==> src/core/gpio_exp_pkg.sv <==
// Purpose: constants shared by the i2c gpio expander target
// Assumes: 8-bit port, 7-bit bus address with three strap bits
// Notes:   register offsets, reset values and encodings live here only
package gpio_exp_pkg;

  localparam logic [3:0] ADDR_BASE_HI     = 4'h4;   // upper address bits 0100
  localparam int         ADDR_BITS        = 7;
  localparam int         PORT_WIDTH       = 8;

  // register select codes
  localparam logic [1:0] SEL_PIN_LEVEL_IN = 2'h0;
  localparam logic [1:0] SEL_DRIVE_LATCH  = 2'h1;
  localparam logic [1:0] SEL_INVERT_MASK  = 2'h2;
  localparam logic [1:0] SEL_DIRECTION    = 2'h3;
  localparam int         REG_SELECT_LSB   = 0;
  localparam int         REG_SELECT_MSB   = 1;

  // reset values
  localparam logic [7:0] RST_PIN_LEVEL_IN = 8'hFF;
  localparam logic [7:0] RST_DRIVE_LATCH  = 8'hFF;
  localparam logic [7:0] RST_INVERT_MASK  = 8'h00;
  localparam logic [7:0] RST_DIRECTION    = 8'hFF;
  localparam logic [7:0] RST_POINTER      = 8'h00;

  // direction bit and read/write bit meaning
  localparam logic       DIR_INPUT        = 1'b1;
  localparam logic       RW_READ          = 1'b1;

  // bit counter
  localparam logic [3:0] BIT_LAST         = 4'h7;

endpackage

==> src/core/sync_edge.sv <==
// Purpose: two-stage synchroniser with edge detection for one pin
// Assumes: input is asynchronous to mclk
// Notes:   first stage is read only by the second stage
`timescale 1ns/1ps
`default_nettype none
module sync_edge
(
  input  wire logic mclk,
  input  wire logic reset_n,
  input  wire logic async_in,
  output var  logic level,
  output var  logic rise,
  output var  logic fall
);

  logic meta_reg;
  logic sync_reg;
  logic last_reg;

  // two flops, then a history flop for edges
  always_ff @(posedge mclk)
  begin
    if (!reset_n)
    begin
      meta_reg <= 1'b1;
      sync_reg <= 1'b1;
      last_reg <= 1'b1;
    end
    else
    begin
      meta_reg <= async_in;
      sync_reg <= meta_reg;
      last_reg <= sync_reg;
    end
  end

  // edges compare stable stages only
  always_comb
  begin
    level = sync_reg;
    rise  = sync_reg & ~last_reg;
    fall  = ~sync_reg & last_reg;
  end

endmodule
`default_nettype wire

==> src/core/gpio_expander.sv <==
// Purpose: i2c target with four 8-bit gpio registers and change interrupt
// Assumes: scl and sda are sampled by mclk, far faster than the bus
// Notes:   sda and the interrupt are open drain, split into out and enable
`timescale 1ns/1ps
`default_nettype none
// Operation
// - Answer address 0100 plus the three strap levels as low bits.
// - Last address bit one means read, zero means write.
// - Byte after acknowledged address goes to a write-only pointer.
// - Two low command bits select level, latch, invert or direction.
// - Reset: level, latch, direction all ones; invert mask all zeros.
// - Level register shows every pin level; writes to it are ignored.
// - Invert mask bit one returns that level bit inverted.
// - Latch bit drives its pin only while that pin is an output.
// - Reading the latch returns stored contents, not the pins.
// - Direction one makes pin a high-impedance input; zero drives it.
// - No auto-increment; pointer stays until a new command byte.
// - Send data while controller acknowledges; no acknowledge ends reading.
// - Capture pin levels into level register at acknowledge clock rise.
// - Stop ends any transfer; last acknowledge capture stays valid.
// - Interrupt low while input pin differs from captured level.
// - Output pins never interrupt; other targets leave interrupt alone.
// - Acknowledge every received byte, data low through the clock high.
module gpio_expander
#(
  parameter int PORT_WIDTH = gpio_exp_pkg::PORT_WIDTH
)
(
  input  wire logic                  mclk,
  input  wire logic                  reset_n,
  input  wire logic                  scl_in,
  input  wire logic                  sda_in,
  output var  logic                  sda_out,
  output var  logic                  sda_oe,
  input  wire logic                  addr_strap_bit0,
  input  wire logic                  addr_strap_bit1,
  input  wire logic                  addr_strap_bit2,
  input  wire logic [PORT_WIDTH-1:0] io_pins_in,
  output var  logic [PORT_WIDTH-1:0] io_pins_out,
  output var  logic [PORT_WIDTH-1:0] io_pins_oe,
  output var  logic                  int_n_out,
  output var  logic                  int_n_oe
);

  // ==========================================================
  // elaboration check
  if (PORT_WIDTH != 8)
  begin
    $error("gpio_expander serves an 8-bit port only");
  end

  // ==========================================================
  // input synchronisers
  logic scl;
  logic scl_rise;
  logic scl_fall;
  logic sda;
  logic sda_rise;
  logic sda_fall;

  sync_edge scl_sync
  (
    .mclk     (mclk),
    .reset_n  (reset_n),
    .async_in (scl_in),
    .level    (scl),
    .rise     (scl_rise),
    .fall     (scl_fall)
  );

  sync_edge sda_sync
  (
    .mclk     (mclk),
    .reset_n  (reset_n),
    .async_in (sda_in),
    .level    (sda),
    .rise     (sda_rise),
    .fall     (sda_fall)
  );

  logic [PORT_WIDTH-1:0] pin_meta_reg;
  logic [PORT_WIDTH-1:0] pin_sync_reg;
  logic [2:0]            strap_meta_reg;
  logic [2:0]            strap_sync_reg;

  // port pins and straps through two flops
  always_ff @(posedge mclk)
  begin
    if (!reset_n)
    begin
      pin_meta_reg   <= '1;
      pin_sync_reg   <= '1;
      strap_meta_reg <= 3'h0;
      strap_sync_reg <= 3'h0;
    end
    else
    begin
      pin_meta_reg   <= io_pins_in;
      pin_sync_reg   <= pin_meta_reg;
      strap_meta_reg <= {addr_strap_bit2, addr_strap_bit1, addr_strap_bit0};
      strap_sync_reg <= strap_meta_reg;
    end
  end

  // ==========================================================
  // bus conditions and byte engine
  typedef enum logic [2:0]
  {
    ST_IDLE = 3'b000,
    ST_ADDR = 3'b001,
    ST_ACK  = 3'b010,
    ST_RECV = 3'b011,
    ST_SEND = 3'b100,
    ST_MACK = 3'b101
  } state_type;

  state_type             state_reg;
  logic [3:0]            bit_cnt_reg;
  logic [7:0]            shift_reg;
  logic                  read_reg;
  logic                  first_byte_reg;
  logic [7:0]            register_pointer_reg;
  logic [PORT_WIDTH-1:0] pin_level_in_reg;
  logic [PORT_WIDTH-1:0] pin_drive_latch_reg;
  logic [PORT_WIDTH-1:0] input_invert_mask_reg;
  logic [PORT_WIDTH-1:0] pin_direction_reg;
  logic                  start_cond;
  logic                  stop_cond;
  logic                  addr_match;
  logic [7:0]            rx_byte;
  logic [1:0]            sel;
  logic [PORT_WIDTH-1:0] tx_value;

  // select field of the pointer
  function automatic logic [PORT_WIDTH-1:0] read_value(input logic [1:0] s);
    unique case (s)
      gpio_exp_pkg::SEL_PIN_LEVEL_IN: read_value = pin_level_in_reg ^ input_invert_mask_reg;
      gpio_exp_pkg::SEL_DRIVE_LATCH:  read_value = pin_drive_latch_reg;
      gpio_exp_pkg::SEL_INVERT_MASK:  read_value = input_invert_mask_reg;
      gpio_exp_pkg::SEL_DIRECTION:    read_value = pin_direction_reg;
    endcase
  endfunction

  // conditions while clock high, address compare
  always_comb
  begin
    start_cond = scl & sda_fall;
    stop_cond  = scl & sda_rise;
    rx_byte    = {shift_reg[6:0], sda};
    addr_match = (rx_byte[7:1] == {gpio_exp_pkg::ADDR_BASE_HI, strap_sync_reg});
    sel        = register_pointer_reg[gpio_exp_pkg::REG_SELECT_MSB:
                                      gpio_exp_pkg::REG_SELECT_LSB];
    tx_value   = read_value(sel);
  end

  // state machine stepped by scl edges
  always_ff @(posedge mclk)
  begin
    if (!reset_n)
    begin
      state_reg    <= ST_IDLE;
      bit_cnt_reg  <= 4'h0;
      shift_reg    <= 8'h00;
      read_reg     <= 1'b0;
    end
    else if (start_cond)
    begin
      state_reg    <= ST_ADDR;
      bit_cnt_reg  <= 4'h0;
    end
    else if (stop_cond)
      state_reg <= ST_IDLE;
    else
    begin
      unique case (state_reg)
        ST_IDLE: ;
        ST_ADDR, ST_RECV:
          if (scl_rise)
          begin
            shift_reg   <= rx_byte;
            bit_cnt_reg <= bit_cnt_reg + 4'h1;
            if (bit_cnt_reg == gpio_exp_pkg::BIT_LAST)
            begin
              if (state_reg == ST_ADDR)
              begin
                read_reg  <= (rx_byte[0] == gpio_exp_pkg::RW_READ);
                state_reg <= addr_match ? ST_ACK : ST_IDLE;
              end
              else
                state_reg <= ST_ACK;
            end
          end
        ST_ACK:
          if (scl_fall && bit_cnt_reg == 4'h8)
            bit_cnt_reg <= 4'h9;
          else if (scl_fall && bit_cnt_reg == 4'h9)
          begin
            bit_cnt_reg <= 4'h0;
            state_reg   <= read_reg ? ST_SEND : ST_RECV;
          end
        ST_SEND:
          if (scl_fall)
          begin
            bit_cnt_reg <= bit_cnt_reg + 4'h1;
            if (bit_cnt_reg == gpio_exp_pkg::BIT_LAST)
              state_reg <= ST_MACK;
          end
        // nack ends the read; after an ack wait for the fall to send bit 7
        ST_MACK:
          if (scl_rise && sda)
            state_reg <= ST_IDLE;
          else if (scl_fall)
          begin
            bit_cnt_reg <= 4'h0;
            state_reg   <= ST_SEND;
          end
      endcase
    end
  end

  // ==========================================================
  // pointer and register writes at end of received bytes
  logic byte_done;

  always_comb
  begin
    byte_done = !start_cond && !stop_cond && state_reg == ST_RECV && scl_rise
                && bit_cnt_reg == gpio_exp_pkg::BIT_LAST;
  end

  // first data byte is the command, then data to the same register
  always_ff @(posedge mclk)
  begin
    if (!reset_n)
    begin
      register_pointer_reg  <= gpio_exp_pkg::RST_POINTER;
      pin_drive_latch_reg   <= gpio_exp_pkg::RST_DRIVE_LATCH;
      input_invert_mask_reg <= gpio_exp_pkg::RST_INVERT_MASK;
      pin_direction_reg     <= gpio_exp_pkg::RST_DIRECTION;
      first_byte_reg        <= 1'b1;
    end
    else
    begin
      if (start_cond)
        first_byte_reg <= 1'b1;
      if (byte_done)
      begin
        first_byte_reg <= 1'b0;
        if (first_byte_reg)
          register_pointer_reg <= rx_byte;
        else
        begin
          unique case (sel)
            gpio_exp_pkg::SEL_PIN_LEVEL_IN: ;
            gpio_exp_pkg::SEL_DRIVE_LATCH:  pin_drive_latch_reg   <= rx_byte;
            gpio_exp_pkg::SEL_INVERT_MASK:  input_invert_mask_reg <= rx_byte;
            gpio_exp_pkg::SEL_DIRECTION:    pin_direction_reg     <= rx_byte;
          endcase
        end
      end
    end
  end

  // ==========================================================
  // input capture and change interrupt
  logic ack_capture;
  logic int_pending;

  always_comb
  begin
    ack_capture = (state_reg == ST_MACK) && scl_rise;
    int_pending = |((pin_sync_reg ^ pin_level_in_reg) & pin_direction_reg);
  end

  // levels set to all ones at reset, captured at each read acknowledge
  always_ff @(posedge mclk)
  begin
    if (!reset_n)
      pin_level_in_reg <= gpio_exp_pkg::RST_PIN_LEVEL_IN;
    else if (ack_capture)
      pin_level_in_reg <= pin_sync_reg;
  end

  // ==========================================================
  // output drivers, all from flops
  always_ff @(posedge mclk)
  begin
    if (!reset_n)
    begin
      sda_out     <= 1'b0;
      sda_oe      <= 1'b0;
      io_pins_out <= '0;
      io_pins_oe  <= '0;
      int_n_out   <= 1'b0;
      int_n_oe    <= 1'b0;
    end
    else
    begin
      sda_out     <= 1'b0;
      io_pins_out <= pin_drive_latch_reg;
      io_pins_oe  <= ~pin_direction_reg;
      int_n_out   <= 1'b0;
      int_n_oe    <= int_pending;
      if (start_cond || stop_cond)
        sda_oe <= 1'b0;
      else if (state_reg == ST_ACK && scl_fall && bit_cnt_reg == 4'h8)
        sda_oe <= 1'b1;
      else if (state_reg == ST_ACK && scl_fall && bit_cnt_reg == 4'h9)
        sda_oe <= read_reg && !tx_value[7];
      else if (state_reg == ST_SEND && scl_fall)
        sda_oe <= (bit_cnt_reg != gpio_exp_pkg::BIT_LAST)
                  && !tx_value[3'(6 - bit_cnt_reg)];
      else if (state_reg == ST_MACK && scl_rise && !sda)
        sda_oe <= 1'b0;
      else if (state_reg == ST_MACK && scl_fall)
        sda_oe <= !tx_value[7];
      else if ((state_reg == ST_RECV || state_reg == ST_ADDR) && scl_fall)
        sda_oe <= 1'b0;
    end
  end

endmodule
`default_nettype wire

==> config.mk <==
export PLATFORM = sky130hd
export DESIGN_NAME = gpio_expander
export DESIGN_NICKNAME = d
export VERILOG_FILES = /design/src/core/gpio_exp_pkg.sv /design/src/core/sync_edge.sv /design/src/core/gpio_expander.sv
export SDC_FILE = /design/constraint.sdc
export NUM_CORES = 1
export LEC_CHECK = 0
export BUFFER_PORTS_ARGS = -buffer_cell sky130_fd_sc_hd__clkbuf_2
export CAP_MARGIN = 20
export CORE_ASPECT_RATIO = 1.5
export CORE_UTILIZATION = 52
export DETAILED_ROUTE_END_ITERATION = 10
export PLACE_DENSITY = 0.77
export SYNTH_ARGS = -nofsm -noshare
export SYNTH_HDL_FRONTEND = slang
export SYNTH_HIERARCHICAL = 1
export SYNTH_SLANG_ARGS = --single-unit
==> constraint.sdc <==
create_clock -name mclk -period 4.4 [get_ports mclk]
set_clock_uncertainty 0.15 [all_clocks]
set_input_delay 0.88 -clock mclk [delete_from_list [all_inputs] [get_ports mclk]]
set_output_delay 0.88 -clock mclk [all_outputs]
set_load 0.03 [all_outputs]
# Word-level counts from Yosys, hierarchy flattened
# Cells that the tools add are included.
# totals
register_bits,96
inputBits,15
output_inout_bits,20
word_cells,151
# op_classes
add_sub_neg,2
magnitude_cmp,1
eq_ne,30
mux,32
bitwise_logic,18
n_reduce_logical,43
# ops
cell,n
$pmux W8 S4,1
$mux W3,9
$mux W4,6
$ne A4 B4 Y1 const B,6
$logic_and A1 B1 Y1,17
$ne A2 B2 Y1 const B,8
$pmux W4 S4,1
$reduce_and A8 Y1,2
$xor A8 B8 Y8,2
$pmux W3 S4,1
$reduce_bool A6 Y1,2
$mux W1,11
$reduce_and A3 Y1,3
$and A8 B8 Y8,1
$eq A4 B4 Y1 const B,2
$not A1 Y1,8
$not A8 Y8,1
$reduce_or A8 Y1,1
$eq A7 B6 Y1,1
$reduce_and A7 Y1,1
$and A1 B1 Y1,6
$eq A3 B2 Y1 const B,2
$eq A3 B3 Y1 const B,2
$ne A3 B3 Y1 const B,2
21 further kinds,30

# Logic depth before layout (Yosys ltp)
# logic_depth
ltp_word,9
mapped_depth,8
mapped_depth_nobuf,7

# Cells and area by module
# The synthesis kept the hierarchy.
# by_module_without_submodules
module,instances,cells_each,area_per_inst_um2,seq_area_each_um2
gpio_expander,1,404,3812.4,1801.7
sync_edge,2,8,91.3,60.1

# Worst setup path after synthesis
# Ideal clock, no wire load.
# synth_path
kind,flip-flop to flip-flop
start,reg bit_cnt_reg[0]
end,reg sda_oe
setup_time_ns,0.079
t_arrival_ns,2.083
required_time_ns,4.171
path_slack_ns,2.088
path_stages_with_launch,7
n_path_buf,0
synth_period_minus_slack_ns,2.312
path_cell_list,dfxtp_1 ha_1 and3b_4 or4b_1 a211o_1 or4_1 o211ai_1
# synth_via
elab_chain_cells,8
elab_cells_between_ends,14
cone_classes,add/sub: 1; eq/ne: 3; mux: 5; reduce/logical: 5
# synth_lines
element,line_no,rtl
"start, declared",gpio_expander.sv:118,logic [3:0] bit_cnt_reg;
"start signal, assigned",gpio_expander.sv:181,bit_cnt_reg <= bit_cnt_reg + 4'h1;
"start signal, assigned",gpio_expander.sv:204,bit_cnt_reg <= bit_cnt_reg + 4'h1;
$sub A3 B3 Y3,gpio_expander.sv:312,&& !tx_value[3'(6 - bit_cnt_reg)];
$bmux W1 S3,gpio_expander.sv:312,
$mux W1 (implied by the code),gpio_expander.sv:312,
$logic_not A1 Y1,gpio_expander.sv:312,
$logic_and A1 B1 Y1,gpio_expander.sv:312,
$mux W1,gpio_expander.sv:310,else if (state_reg == ST_SEND && scl_fall)
$mux W1,gpio_expander.sv:308,else if (state_reg == ST_ACK && scl_fall && bit_cnt_reg == 4'h9)
$mux W1,gpio_expander.sv:306,else if (state_reg == ST_ACK && scl_fall && bit_cnt_reg == 4'h8)
"end signal, assigned",gpio_expander.sv:309,sda_oe <= read_reg && !tx_value[7];
"end signal, assigned",gpio_expander.sv:311,sda_oe <= (bit_cnt_reg != gpio_exp_pkg::BIT_LAST)
"end signal, assigned",gpio_expander.sv:316,sda_oe <= !tx_value[7];
"end, declared",gpio_expander.sv:34,"output var logic sda_oe,"
# Several ways; a longest one is shown, not always the timed one. The select of a mux whose other input is x is not followed.
# A chain may end at the register's enable or synchronous reset.

# Worst setup path in the final report
# layout_path
start,reg sda_sync.sync_reg (netlist: sda_sync/level)
end,reg pin_direction_reg[3]
# layout_via
elab_chain_cells,9
elab_cells_between_ends,12
cone_classes,bitwise: 5; reduce/logical: 7
# layout_lines
element,line_no,rtl
"start, declared",sync_edge.sv:17,logic sync_reg;
"start signal, assigned",sync_edge.sv:32,sync_reg <= meta_reg;
$not A1 Y1,sync_edge.sv:42,fall = ~sync_reg & last_reg;
$and A1 B1 Y1,sync_edge.sv:42,
named net sda_fall,gpio_expander.sv:59,logic sda_fall;
$and A1 B1 Y1,gpio_expander.sv:147,start_cond = scl & sda_fall;
$logic_not A1 Y1,gpio_expander.sv:227,byte_done = !start_cond && !stop_cond && state_reg == ST_RECV && scl_rise
$logic_and A1 B1 Y1 (3 in a row),gpio_expander.sv:227,
$logic_and A1 B1 Y1,gpio_expander.sv:228,&& bit_cnt_reg == gpio_exp_pkg::BIT_LAST;
$reduce_and A3 Y1 (no line),--,
"end signal, assigned",gpio_expander.sv:239,pin_direction_reg <= gpio_exp_pkg::RST_DIRECTION;
"end signal, assigned",gpio_expander.sv:257,gpio_exp_pkg::SEL_DIRECTION: pin_direction_reg <= rx_byte;
"end, declared",gpio_expander.sv:126,logic [PORT_WIDTH-1:0] pin_direction_reg;
# The timed path passes the listed nets, and every way through them passes these cells.

==> results.py <==
metrics = {
    "sta": {
        "tns_ps": 0,
        "final_max_slew_viol_count": 0,
        "setup_viol": 0,
        "fin_crit_sh_pct": 60.8,
        "rsz0062_at_grt": "false",
        "finalCriticalPeriod_ps": 2680,
        "holdWs_ps": 259,
        "final_hold_viol_count": 0,
        "fmax_ghz": 0.374,
        "worst_slew_pin_slew_ps": 932,
        "max_slew_margin_pct": 37.8,
    },
    "detailed_routing": {
        "viasPerCell": 5.49,
        "drtPass1Iterations": 4,
        "wl_mm": 8.31,
        "drcViolationCount": 0,
        "drt_iter0_drc": 175,
        "via_count": 3000,
        "wire_per_inst_um": 15.2,
        "postRouteAntennaNets": 0,
    },
    "yosys": {
        "ys_ff_latch": 96,
        "synth_cell_types": 61,
        "synth_edf_count": 0,
        "syn_area_mm2": 0.00400,
        "syn_inst": 420,
        "synth_seq_area_share_pct": 48.1,
        "avgSynthCellArea_um2": 9.51,
        "synthArstFlopShare_pct": 0,
        "ys_warn_count": 6,
        "synthFlopType": "dfxtp_1",
    },
    "placed_design": {
        "dpl.hpwl_mm": 6.02,
        "dp_cells": 529,
        "placed_area_mm2": 0.00418,
        "place_congestion": 0.935,
        "portBuffers": 32,
    },
    "power": {
        "p_int_mw": 1.17,
        "p_total_mw": 1.51,
        "power_density_mw_per_mm2": 345,
        "p_clk_share_pct": 35.2,
        "ir_worst_vdd_mv": 0.259,
        "share_comb_of_total_power_pct": 5.2,
        "switching_share_pct": 22.6,
        "seqPwrFrac_pct": 59.5,
        "p_leak_nw": 1.71,
        "p_switching_mw": 0.341,
    },
    "floorplan": {
        "io-pin-count": 35,
        "core_area_mm2": 0.00732,
        "start_util_pct": 54.6,
        "fp.dieH_um": 109,
        "dieArea_mm2": 0.00804,
        "die_w_um": 73.6,
        "row_count": 38,
    },
    "global_routing": {
        "grt_pass1_vias": 2857,
        "overflow": 0,
        "antenna_found_initial": 0,
        "track_usage_pct": 22.6,
        "grt_max_degree": 58,
        "grt_pass1_wl_mm": 13.4,
    },
    "clock_network": {
        "clock_sinks": 96,
        "clockRootBuffer": "clkbuf_8",
        "clk_pin_slew_ps": 90,
        "h-tree-depth": 3,
        "clk_path_buf_depth": 2,
        "cts-buffers-inserted": 9,
        "post_cts_buffers": 0,
        "ctsResizeCount": 0,
        "cts_tree": "yes",
        "clk_latency_ps": 360,
        "hold_buffers": 0,
    },
    "final_layout": {
        "layout.cells.non_filler": 546,
        "syn2layout_area_growth_pct": 9.43,
        "layout.nets": 459,
        "drive_gt1_share_pct": 13.7,
        "finalInstanceArea_mm2": 0.00437,
        "antennaDiodeCount": 0,
        "nFillCells": 666,
    },
    "min_path": {
        "min_path_type": "reg2reg",
    },
    "worst_setup_path": {
        "start_kind": "flop",
        "required_ps": 4480,
        "critPathKind": "reg2reg",
        "critPathMaxFanout": 16,
        "arrival_ps": 2760,
        "end_kind": "flop",
    },
    "job": {
        "maxCapViolCount": 0,
    },
    "run_status": {
        "outcome": "completed",
    },
}
layout make-up:
cell class | instances | area [um^2] | area share [%]
Sequential cell | 96 | 1920 | 44.0
Inverter | 9 | 33.8 | 0.773
Multi-Input combinational cell | 291 | 1930 | 44.2
Clock buffer | 14 | 173 | 3.95
Tap cell | 100 | 125 | 2.86
Timing Repair Buffer | 34 | 175 | 4.01
Clock inverter | 2 | 12.5 | 0.286
layer usage:
layer	part of all wire [%]	wire length [um]	global-route usage [%]
met1	40	3340	23.6
met2	51	4250	39.9
met3	3.2	270	3.57
met4	5.3	442	16.8
met5	0	0	0
cells in the final DEF (no fill, tap or decap), drive strengths merged, types with 10 or more instances in the layout:
cell type  netlist  final
xor2            10     10
nor2            26     26
dfxtp           96     96
nor3            10     10
nand3           20     20
clkbuf          16     47
o21ai           17     17
a21oi           12     12
mux2i           25     25
nand2b          24     24
nand2           38     38
and2            14     14
nor2b           16     16
worst paths after layout:
| kind | cells past startpoint | end | start | slack [ps] |
|---|---|---|---|---|
| max | 6 | pin_direction_reg[3] | sda_sync/level | 1720 |
| min | 1 | pin_sync_reg[2] | pin_meta_reg[2] | 260 |
| max reg2reg | 6 | pin_direction_reg[3] | sda_sync/level | 1720 |
| min reg2reg | 1 | pin_sync_reg[2] | pin_meta_reg[2] | 260 |
kinds of logic after synthesis:
group	count (synthesis)	share of synthesized area [%]
simple gates	178	25.0
flops	96	48.1
compound gates	61	10.3
buf+inv	34	3.66
mux	28	7.67
xor+xnor	19	4.17
fa+ha+maj	3	0.940
other cells	1	0.0939
worst max-delay path, stage by stage, from the launching register on:
cell and delay [ps]:
dfxtp_1 580, nor2b_1 110, o21ai_1 340, nand4_2 250, or4b_1 800, nor3_1 260, a21oi_1 60
synth_stat cells (4+ instances only):
cell	instances	area share [%]
xnor2_1	9	2.0
nand3_1	20	2.5
nand2_1	38	3.6
nor2b_1	16	2.5
nor3b_1	4	0.75
nor3_1	10	1.3
buf_4	4	0.75
inv_1	9	0.85
nand2b_1	24	3.8
a22oi_1	4	0.75
nor2_1	26	2.4
dfxtp_1	96	48
mux2i_1	25	6.3
clkbuf_1	16	1.5
xor2_1	10	2.2
nand4_1	4	0.63
o21ai_0	16	2.0
and2_1	14	2.2
a21oi_1	12	1.5
power groups by stage:
stage               sequential (mW)  combinational [mW]  clock, mW
finish                        0.898              0.0792      0.532
global route                  0.901              0.0877      0.577
CTS                           0.898              0.0796      0.546
detailed placement            0.918              0.0794          0
global placement              0.918              0.0777          0
floorplan                     0.923              0.0535          0
stage by stage:
stage               utilization [%]  setup WS [ps]
floorplan                         -           2090
finish                         59.7           1720
CTS                            59.6           1660
detailed placement             57.1           1660
global placement               57.1           1720
global route                   59.7           1530
No activity file was read; power rests on OpenSTA's default activity.
